[src/include/misc_defs.svh]
// register offsets, field positions and reset values of the status and interrupt block
`ifndef MISC_DEFS_SVH
`define MISC_DEFS_SVH

// ----------------------------------------
// register offsets on the local bus
// ----------------------------------------
`define MISC_OFF_IRQ_STATUS 8'h38
`define MISC_OFF_IRQ_CLEAR 8'h38
`define MISC_OFF_JUMPER_LOW 8'h39
`define MISC_OFF_JUMPER_HIGH 8'h3A
`define MISC_OFF_DRIVE_STATUS 8'h3B
`define MISC_OFF_DRIVE_CONTROL 8'h3B
`define MISC_OFF_AUX_BUFFER 8'h2F
`define MISC_OFF_BUFFER_CONTROL 8'h37
`define MISC_OFF_DISK_CMD_STATUS 8'h27

// ----------------------------------------
// field positions
// ----------------------------------------
`define MISC_BIT_ARM_DISK_PTR 0
`define MISC_BIT_HOST_WIDTH 1
`define MISC_BIT_SYNC_CLOCK 0
`define MISC_BIT_DRIVE_HEAD_SEL 4

// ----------------------------------------
// reset values
// ----------------------------------------
`define MISC_RST_DRIVE_CONTROL 5'h00
`define MISC_RST_HOST_WIDTH 1'b0
`define MISC_RST_SYNC_CLOCK 1'b1
`define MISC_RST_READ_DATA 8'h00

`endif

[src/include/misc_pkg.sv]
// types shared by the status and interrupt block
package misc_pkg;

  // ----------------------------------------
  // host interface modes
  // ----------------------------------------
  typedef enum logic [1:0] {
    MODE_XT,
    MODE_AT,
    MODE_SLAVE
  } misc_host_mode_t;

  // ----------------------------------------
  // interface control write fields
  // ----------------------------------------
  typedef struct packed {
    logic raise_host_irq;
    logic clr_drive_change;
    logic clr_soft_reset;
    logic clr_fifo_error;
    logic clr_host_busy;
    logic clr_host_ptr_ready;
    logic clr_disk_bufreq;
    logic clr_cmd_select_slave;
  } misc_irq_clear_t;

  // ----------------------------------------
  // drive link control fields kept by the block
  // ----------------------------------------
  typedef struct packed {
    logic drive_ctrl_reset;
    logic mcu_buffer_access;
    logic reset_out_disable;
    logic input_polarity;
    logic sector_cmp_disable;
  } misc_drive_ctrl_t;

  // ----------------------------------------
  // interrupt source flags, status bits 6 to 0
  // ----------------------------------------
  typedef struct packed {
    logic drive_change_flag;
    logic soft_reset_flag;
    logic fifo_error_flag;
    logic disk_done_flag;
    logic host_ptr_ready_flag;
    logic disk_bufreq_flag;
    logic cmd_select_slave_flag;
  } misc_flags_t;

endpackage

[src/design/misc_flag.sv]
// one sticky interrupt flag with set priority and an optional clear hold
module misc_flag (
  input wire logic clk_i,
  input wire logic rst_n_i,
  input wire logic set_i,
  input wire logic clr_i,
  input wire logic hold_i,
  output logic flag_o
);

  // ----------------------------------------
  // flag storage
  // ----------------------------------------
  always_ff @(posedge clk_i or negedge rst_n_i) begin
    if (!rst_n_i) begin
      flag_o <= 1'b0;
    end else if (set_i) begin
      flag_o <= 1'b1;
    end else if (clr_i && !hold_i) begin
      flag_o <= 1'b0;
    end
  end

endmodule // misc_flag

[src/design/misc_top.sv]
// microcontroller interrupt status and drive interface control block
`include "misc_defs.svh"

module misc_top
  import misc_pkg::*;
(
  input wire logic SYS_CLK_I,
  input wire logic RESET_N_I,
  // local bus
  input wire logic [7:0] MCU_ADDR_I,
  input wire logic [7:0] MCU_WDATA_I,
  input wire logic MCU_WR_I,
  input wire logic MCU_RD_I,
  output logic [7:0] MCU_RDATA_O,
  // mode and host events
  input wire misc_host_mode_t HOST_MODE_I,
  input wire logic HOST_DRVHEAD_WR_I,
  input wire logic HOST_DRVHEAD_D4_I,
  input wire logic HOST_SOFT_RESET_I,
  input wire logic HOST_CMD_WR_I,
  input wire logic HOST_SELECT_I,
  input wire logic SLAVE_INTRQ_I,
  input wire logic HOST_IRQ_EN_I,
  // buffer manager events
  input wire logic FIFO_OVERRUN_I,
  input wire logic FIFO_UNDERRUN_I,
  input wire logic HOST_CNT_ZERO_I,
  input wire logic FIFO_EMPTY_I,
  input wire logic HOST_PTR_ARMED_I,
  input wire logic HOST_PTR_LOAD_I,
  input wire logic ARM_DISK_PTR_I,
  // disk controller events
  input wire logic DISK_DONE_I,
  input wire logic DISK_BUFREQ_I,
  // configuration jumpers
  input wire logic READ_CFG_I,
  input wire logic [14:0] BUF_ADDR_I,
  // raw drive inputs
  input wire logic INDEX_I,
  input wire logic SECTOR_I,
  input wire logic WRITE_FAULT_I,
  input wire logic DRIVE_READY_I,
  // outputs
  output logic MCU_IRQ_O,
  output logic HOST_IRQ_O,
  output logic CLR_XT_BUSY_O,
  output logic CLR_AT_BUSY_O,
  output logic BOARD_RESET_O,
  output logic DRIVE_CTRL_RESET_O,
  output logic MCU_BUFFER_ACCESS_O,
  output logic SECTOR_CMP_DISABLE_O,
  output logic HOST_WIDTH_SEL_O,
  output logic SYNC_CLOCK_SWITCH_O,
  output logic INDEX_O,
  output logic SECTOR_O
);

  // ----------------------------------------
  // bus decode
  // ----------------------------------------
  logic wr_irq_clear;
  logic wr_drive_ctrl;
  logic wr_aux;
  logic wr_arm_one;
  logic disk_port_access;
  misc_irq_clear_t clr_cmd;

  assign wr_irq_clear = MCU_WR_I && (MCU_ADDR_I == `MISC_OFF_IRQ_CLEAR);
  assign wr_drive_ctrl = MCU_WR_I && (MCU_ADDR_I == `MISC_OFF_DRIVE_CONTROL);
  assign wr_aux = MCU_WR_I && (MCU_ADDR_I == `MISC_OFF_AUX_BUFFER);
  assign wr_arm_one = MCU_WR_I && (MCU_ADDR_I == `MISC_OFF_BUFFER_CONTROL) &&
                      MCU_WDATA_I[`MISC_BIT_ARM_DISK_PTR];
  assign disk_port_access = (MCU_WR_I || MCU_RD_I) && (MCU_ADDR_I == `MISC_OFF_DISK_CMD_STATUS);
  // only bits written as one act; zeros leave everything alone
  assign clr_cmd = wr_irq_clear ? misc_irq_clear_t'(MCU_WDATA_I) : misc_irq_clear_t'(8'h00);

  // ----------------------------------------
  // mode decode
  // ----------------------------------------
  logic mode_at;
  logic mode_xt;
  logic mode_slave;

  always_comb begin
    mode_at = 1'b0;
    mode_xt = 1'b0;
    mode_slave = 1'b0;
    unique case (HOST_MODE_I)
      MODE_AT: mode_at = 1'b1;
      MODE_SLAVE: mode_slave = 1'b1;
      MODE_XT: mode_xt = 1'b1;
      default: mode_xt = 1'b1;
    endcase
  end

  // ----------------------------------------
  // host drive/head bit 4 copy
  // ----------------------------------------
  logic drive_head_reg;
  logic drive_change_set;

  always_ff @(posedge SYS_CLK_I or negedge RESET_N_I) begin
    if (!RESET_N_I) begin
      drive_head_reg <= 1'b0;
    end else if (HOST_DRVHEAD_WR_I) begin
      drive_head_reg <= HOST_DRVHEAD_D4_I;
    end
  end

  assign drive_change_set = mode_at && HOST_DRVHEAD_WR_I && (HOST_DRVHEAD_D4_I != drive_head_reg);

  // ----------------------------------------
  // edge detection for level sources
  // ----------------------------------------
  logic slave_intrq_q;
  logic host_ready_cond_q;
  logic host_ready_cond;

  assign host_ready_cond = HOST_CNT_ZERO_I && FIFO_EMPTY_I && !HOST_PTR_ARMED_I;

  always_ff @(posedge SYS_CLK_I or negedge RESET_N_I) begin
    if (!RESET_N_I) begin
      slave_intrq_q <= 1'b0;
      host_ready_cond_q <= 1'b0;
    end else begin
      slave_intrq_q <= SLAVE_INTRQ_I;
      host_ready_cond_q <= host_ready_cond;
    end
  end

  // ----------------------------------------
  // interrupt source flags
  // ----------------------------------------
  misc_flags_t flags;
  logic [6:0] flag_set;
  logic [6:0] flag_clr;
  logic [6:0] flag_hold;
  logic bufreq_hold;

  assign flag_set[6] = drive_change_set;
  assign flag_set[5] = HOST_SOFT_RESET_I;
  assign flag_set[4] = FIFO_OVERRUN_I || FIFO_UNDERRUN_I;
  assign flag_set[3] = DISK_DONE_I;
  assign flag_set[2] = (host_ready_cond && !host_ready_cond_q) || HOST_PTR_LOAD_I;
  assign flag_set[1] = DISK_BUFREQ_I;
  assign flag_set[0] = (mode_at && HOST_CMD_WR_I) || (mode_xt && HOST_SELECT_I) ||
                       (mode_slave && SLAVE_INTRQ_I && !slave_intrq_q);

  assign flag_clr[6] = clr_cmd.clr_drive_change;
  assign flag_clr[5] = clr_cmd.clr_soft_reset;
  assign flag_clr[4] = clr_cmd.clr_fifo_error;
  assign flag_clr[3] = disk_port_access;
  assign flag_clr[2] = clr_cmd.clr_host_ptr_ready;
  assign flag_clr[1] = clr_cmd.clr_disk_bufreq;
  assign flag_clr[0] = clr_cmd.clr_cmd_select_slave;

  assign flag_hold = {5'h00, bufreq_hold, 1'b0};

  genvar gi;
  generate
    for (gi = 0; gi < 7; gi = gi + 1) begin : g_flag
      misc_flag u_flag (
        .clk_i(SYS_CLK_I),
        .rst_n_i(RESET_N_I),
        .set_i(flag_set[gi]),
        .clr_i(flag_clr[gi]),
        .hold_i(flag_hold[gi]),
        .flag_o(flags[gi])
      );
    end
  endgenerate

  // ----------------------------------------
  // disk request hold until arm bit written
  // ----------------------------------------
  always_ff @(posedge SYS_CLK_I or negedge RESET_N_I) begin
    if (!RESET_N_I) begin
      bufreq_hold <= 1'b0;
    end else if (DISK_BUFREQ_I && !flags.disk_bufreq_flag && !ARM_DISK_PTR_I) begin
      bufreq_hold <= 1'b1;
    end else if (wr_arm_one) begin
      bufreq_hold <= 1'b0;
    end
  end

  // ----------------------------------------
  // microcontroller interrupt
  // ----------------------------------------
  logic irq_summary;

  assign irq_summary = |flags;

  always_ff @(posedge SYS_CLK_I or negedge RESET_N_I) begin
    if (!RESET_N_I) begin
      MCU_IRQ_O <= 1'b0;
    end else begin
      MCU_IRQ_O <= |(flag_set | (flags & ~(flag_clr & ~flag_hold)));
    end
  end

  // ----------------------------------------
  // host interrupt and busy clear pulses
  // ----------------------------------------
  always_ff @(posedge SYS_CLK_I or negedge RESET_N_I) begin
    if (!RESET_N_I) begin
      HOST_IRQ_O <= 1'b0;
      CLR_XT_BUSY_O <= 1'b0;
      CLR_AT_BUSY_O <= 1'b0;
    end else begin
      HOST_IRQ_O <= clr_cmd.raise_host_irq && HOST_IRQ_EN_I;
      CLR_XT_BUSY_O <= clr_cmd.clr_host_busy && !mode_at;
      CLR_AT_BUSY_O <= clr_cmd.clr_host_busy && mode_at;
    end
  end

  // ----------------------------------------
  // drive link control
  // ----------------------------------------
  misc_drive_ctrl_t drive_ctrl;

  always_ff @(posedge SYS_CLK_I or negedge RESET_N_I) begin
    if (!RESET_N_I) begin
      drive_ctrl <= `MISC_RST_DRIVE_CONTROL;
    end else if (wr_drive_ctrl) begin
      drive_ctrl <= {MCU_WDATA_I[7], MCU_WDATA_I[3:0]};
    end
  end

  always_ff @(posedge SYS_CLK_I or negedge RESET_N_I) begin
    if (!RESET_N_I) begin
      DRIVE_CTRL_RESET_O <= 1'b0;
      MCU_BUFFER_ACCESS_O <= 1'b0;
      SECTOR_CMP_DISABLE_O <= 1'b0;
    end else begin
      DRIVE_CTRL_RESET_O <= drive_ctrl.drive_ctrl_reset;
      MCU_BUFFER_ACCESS_O <= drive_ctrl.mcu_buffer_access;
      SECTOR_CMP_DISABLE_O <= drive_ctrl.sector_cmp_disable;
    end
  end

  // ----------------------------------------
  // board reset on host soft reset
  // ----------------------------------------
  always_ff @(posedge SYS_CLK_I or negedge RESET_N_I) begin
    if (!RESET_N_I) begin
      BOARD_RESET_O <= 1'b0;
    end else begin
      BOARD_RESET_O <= HOST_SOFT_RESET_I && !drive_ctrl.reset_out_disable;
    end
  end

  // ----------------------------------------
  // drive input polarity
  // ----------------------------------------
  logic index_act;
  logic sector_act;
  logic write_fault_in;
  logic drive_ready_in;

  assign index_act = INDEX_I ^ !drive_ctrl.input_polarity;
  assign sector_act = SECTOR_I ^ !drive_ctrl.input_polarity;
  assign write_fault_in = WRITE_FAULT_I ^ !drive_ctrl.input_polarity;
  assign drive_ready_in = DRIVE_READY_I ^ !drive_ctrl.input_polarity;

  always_ff @(posedge SYS_CLK_I or negedge RESET_N_I) begin
    if (!RESET_N_I) begin
      INDEX_O <= 1'b0;
      SECTOR_O <= 1'b0;
    end else begin
      INDEX_O <= index_act;
      SECTOR_O <= sector_act;
    end
  end

  // ----------------------------------------
  // auxiliary buffer width and clock switch
  // ----------------------------------------
  always_ff @(posedge SYS_CLK_I or negedge RESET_N_I) begin
    if (!RESET_N_I) begin
      HOST_WIDTH_SEL_O <= `MISC_RST_HOST_WIDTH;
      SYNC_CLOCK_SWITCH_O <= `MISC_RST_SYNC_CLOCK;
    end else if (wr_aux) begin
      HOST_WIDTH_SEL_O <= MCU_WDATA_I[`MISC_BIT_HOST_WIDTH];
      SYNC_CLOCK_SWITCH_O <= MCU_WDATA_I[`MISC_BIT_SYNC_CLOCK];
    end
  end

  // ----------------------------------------
  // read data
  // ----------------------------------------
  logic [7:0] next_rdata;

  always_comb begin
    next_rdata = `MISC_RST_READ_DATA;
    unique case (MCU_ADDR_I)
      `MISC_OFF_IRQ_STATUS: next_rdata = {irq_summary, flags};
      `MISC_OFF_JUMPER_LOW: next_rdata = READ_CFG_I ? BUF_ADDR_I[7:0] : 8'h00;
      `MISC_OFF_JUMPER_HIGH: next_rdata = READ_CFG_I ? {1'b0, BUF_ADDR_I[14:8]} : 8'h00;
      `MISC_OFF_DRIVE_STATUS: next_rdata = {drive_ctrl.drive_ctrl_reset, drive_ready_in, write_fault_in,
                                            drive_head_reg, drive_ctrl.mcu_buffer_access,
                                            drive_ctrl.reset_out_disable, drive_ctrl.input_polarity,
                                            drive_ctrl.sector_cmp_disable};
      `MISC_OFF_AUX_BUFFER: next_rdata = {6'h00, HOST_WIDTH_SEL_O, SYNC_CLOCK_SWITCH_O};
      default: next_rdata = `MISC_RST_READ_DATA;
    endcase
  end

  always_ff @(posedge SYS_CLK_I or negedge RESET_N_I) begin
    if (!RESET_N_I) begin
      MCU_RDATA_O <= `MISC_RST_READ_DATA;
    end else if (MCU_RD_I) begin
      MCU_RDATA_O <= next_rdata;
    end
  end

endmodule // misc_top

[config.mk]
export PLATFORM = sky130hd
export DESIGN_NAME = misc_top
export DESIGN_NICKNAME = d
export VERILOG_FILES = /design/src/include/misc_pkg.sv /design/src/design/misc_flag.sv /design/src/design/misc_top.sv
export VERILOG_INCLUDE_DIRS = /design/src /design/src/include
export SDC_FILE = /design/constraint.sdc
export NUM_CORES = 1
export LEC_CHECK = 0
export BUFFER_PORTS_ARGS = -buffer_cell sky130_fd_sc_hd__buf_2
export CORE_ASPECT_RATIO = 1.25
export CORE_UTILIZATION = 48
export DETAILED_ROUTE_END_ITERATION = 10
export GPL_ROUTABILITY_DRIVEN = 0
export PLACE_DENSITY = 0.88
export SYNTH_ARGS = -nofsm -noshare
export SYNTH_HDL_FRONTEND = slang
export SYNTH_HIERARCHICAL = 1
export SYNTH_SLANG_ARGS = --single-unit
[constraint.sdc]
create_clock -name SYS_CLK_I -period 4.4 [get_ports SYS_CLK_I]
set_input_delay 0.88 -clock SYS_CLK_I [delete_from_list [all_inputs] [get_ports SYS_CLK_I]]
set_output_delay 0.88 -clock SYS_CLK_I [all_outputs]
set_load 0.005 [all_outputs]
==> results.ini <==
[critical_path]
cp_max_fo=13
start_kind=input port
arrival_ns=2.97
rr_worst_depth=4
worstSetupPathType=input port to flip-flop
critical_path_required_ns=4.57
endpoint_kind=flip-flop

[clock_tree]
root_buffer=clkbuf_8
htree_levels=2
clock_sinks=36
cts_max_path_buffers=2
post_cts_resized=0
cts_tree=built
cts_setup_buffers=0
holdBufCountCts=0
numCtsBuffers=5
clk_pin_slew_ns=0.07
clock_latency_ns=0.29

[cells_and_area]
nets=320
largest-register=MCU_RDATA_O
regArea_um2=902
multi_input_area_um2=855
antennaDiodeCount=0
fillers=309
area_growth_pct=28.6
final_common_cell=buf_2
reg_top3=MCU_RDATA_O x8, g_flag.u_flag/flag_o x7, drive_ctrl x5
drive_gt1_share_pct=36.4
largest_reg_flops=8
mostFrequentLayoutCells=buf_2 (77), dfrtp_1 (35), nand2_1 (15)

[power]
max-vdd-ir-drop_v=0.000260
power_density_nw_per_um2=291
leakage_uw=0.00112

[status]
failed_checks=design-rule violations
outcome=complete, but fails checks

[floorplanning]
io_pins=78
dieHeight_um=70.7
die_w_um=56.9
num_rows=24
initial_core_util_pct=51.1
core_area_um2=3540
dieArea_um2=4020

[timing]
hold_viol_final=0
period_minus_slack_ns=2.80
min_period_over_period_pct=63.6
worstMarginPinSlew_ns=0.770
max_clock_freq_mhz=357
setup_slack_ns=1.60
drv_slew=0
setup_viol=0
fin_skew_ns=0.00487
rsz0062_at_grt=false
final.setup.tns_ns=0
slew_headroom_pct=48.3

[grt]
grt.busiest_layer=met2
antenna_found_initial=0
globalRouteMet1Util_pct=28.4
use_met3_pct=5.12
met2_usage_pct=41.2
track_usage_pct=24.4
grt_pass1_vias=1676
grt_max_degree=37
overflow=0
grt_pass1_wl_um=7360

[place]
place_ws_ns=1.36
io_buffers=77
dp_hpwl_um=3540

[route]
first_pass_iters=7
postRouteAntennaNets=0
drc=10
routed_wl_um=4620
wl_per_cell_um=15.4
vias_per_cell=5.66
vias=1699
drt_iter0_markers=86

[synth]
netlist_area_um2=1810
synth_fa_ha_area_share_pct=1.38
ys_warn_count=6
synth_top_family_by_area=compound AO/OA/AOI/OAI gates
synthArstFlopShare_pct=100
muxShareOfSynthArea_pct=4.98
ys_types=39
yosys.area_share.simple_pct=17.6
synth-seq-cells=36
synth-xor-area-share_pct=2.42
synth.avg_cell_area_um2=10.2
ys_seq_area_share_pct=49.8
synth_cells=178
synth-compound-area-share_pct=19.6
ys.flop_type=dfrtp_1
synth_edf_count=0

[worst_hold_path]
min_path_cells=0
holdCritPathClass=flip-flop to flip-flop

[flow_run]
cap_viol_max_count=0

==> area by class of cell <==
type | instances | area share [%]
Clock inverter | 2 | 0.430
Timing Repair Buffer | 77 | 16.6
Multi-Input combinational cell | 128 | 36.7
Inverter | 12 | 1.93
Tap cell | 39 | 2.10
Clock buffer | 6 | 3.55
Sequential cell | 36 | 38.7
==> power breakdown <==
part / leakage, µW / internal [µW] / switching (µW)
clock network: 0.0000510 / 125 / 113
logic: 0.000634 / 42.1 / 43.9
registers: 0.000436 / 344 / 8.91
total: 0.00112 / 511 / 166
==> metrics by stage <==
stage / util [%] / instance area [µm²] / std cells / power, µW / hold slack, ns
after global routing: 65.7 / 2330 / 300 / 708 / 0.436
after global placement: 63.1 / 2240 / 292 / 442 / 0.389
after floorplan: - / 1830 / 183 / 392 / 0.369
final: 65.7 / 2330 / 300 / 677 / 0.432
after detailed placement: 63.1 / 2240 / 292 / 445 / 0.410
after CTS: 65.7 / 2330 / 300 / 685 / 0.426
==> cell usage after synthesis, drive strengths merged, types with 2 or more instances <==
cell / instances / share of area (%)
dfrtp: 35 / 48
nand2: 15 / 3.1
inv: 12 / 2.5
nor2: 10 / 2.1
nor3: 10 / 2.8
nand2b: 9 / 3.1
mux2: 8 / 5.0
a21o: 7 / 2.9
a22o: 7 / 3.4
clkbuf: 6 / 1.2
a222oi: 5 / 2.8
a22oi: 5 / 2.1
o22ai: 5 / 1.7
o21ai: 4 / 1.1
o31ai: 4 / 1.7
xnor2: 4 / 1.9
a21oi: 3 / 0.83
nor2b: 3 / 1.0
a31oi: 2 / 0.69
and3: 2 / 0.69
ha: 2 / 1.4
or4: 2 / 0.83
or4b: 2 / 1.1
==> worst paths after layout <==
kind                                           end  slack [ns]           start
worst min register to register  DRIVE_CTRL_RESET_O        0.43   drive_ctrl[4]
worst min-delay path            DRIVE_CTRL_RESET_O        0.43   drive_ctrl[4]
worst max-delay path                 drive_ctrl[4]        1.60   MCU_ADDR_I[6]
max in group asynchronous            CLR_AT_BUSY_O        3.24       RESET_N_I
worst max register to register           MCU_IRQ_O        2.53  drive_head_reg
min in group asynchronous         HOST_WIDTH_SEL_O        0.67       RESET_N_I
==> cells by family (layout without fill, tap and decap cells) <==
logic type | after synthesis | after routing
flops | 36 | 36
other cells | 1 | 6
xor+xnor | 5 | 5
mux | 8 | 8
fa+ha+maj | 2 | 2
buf+inv | 19 | 97
simple gates | 60 | 60
compound gates | 47 | 47
==> critical path, stage by stage <==
cell       delay (ns)
buf_2            0.10
nand4bb_1        0.51
nor3_1           0.79
nand2_1          0.33
mux2_2           0.36
==> routing by layer <==
metal	wire length (µm)	vias up
met5	0	-
met4	159	0
met3	311	15
met2	2360	90
met1	1790	781
li1	-	813
Power figures use the tool's default switching activity.
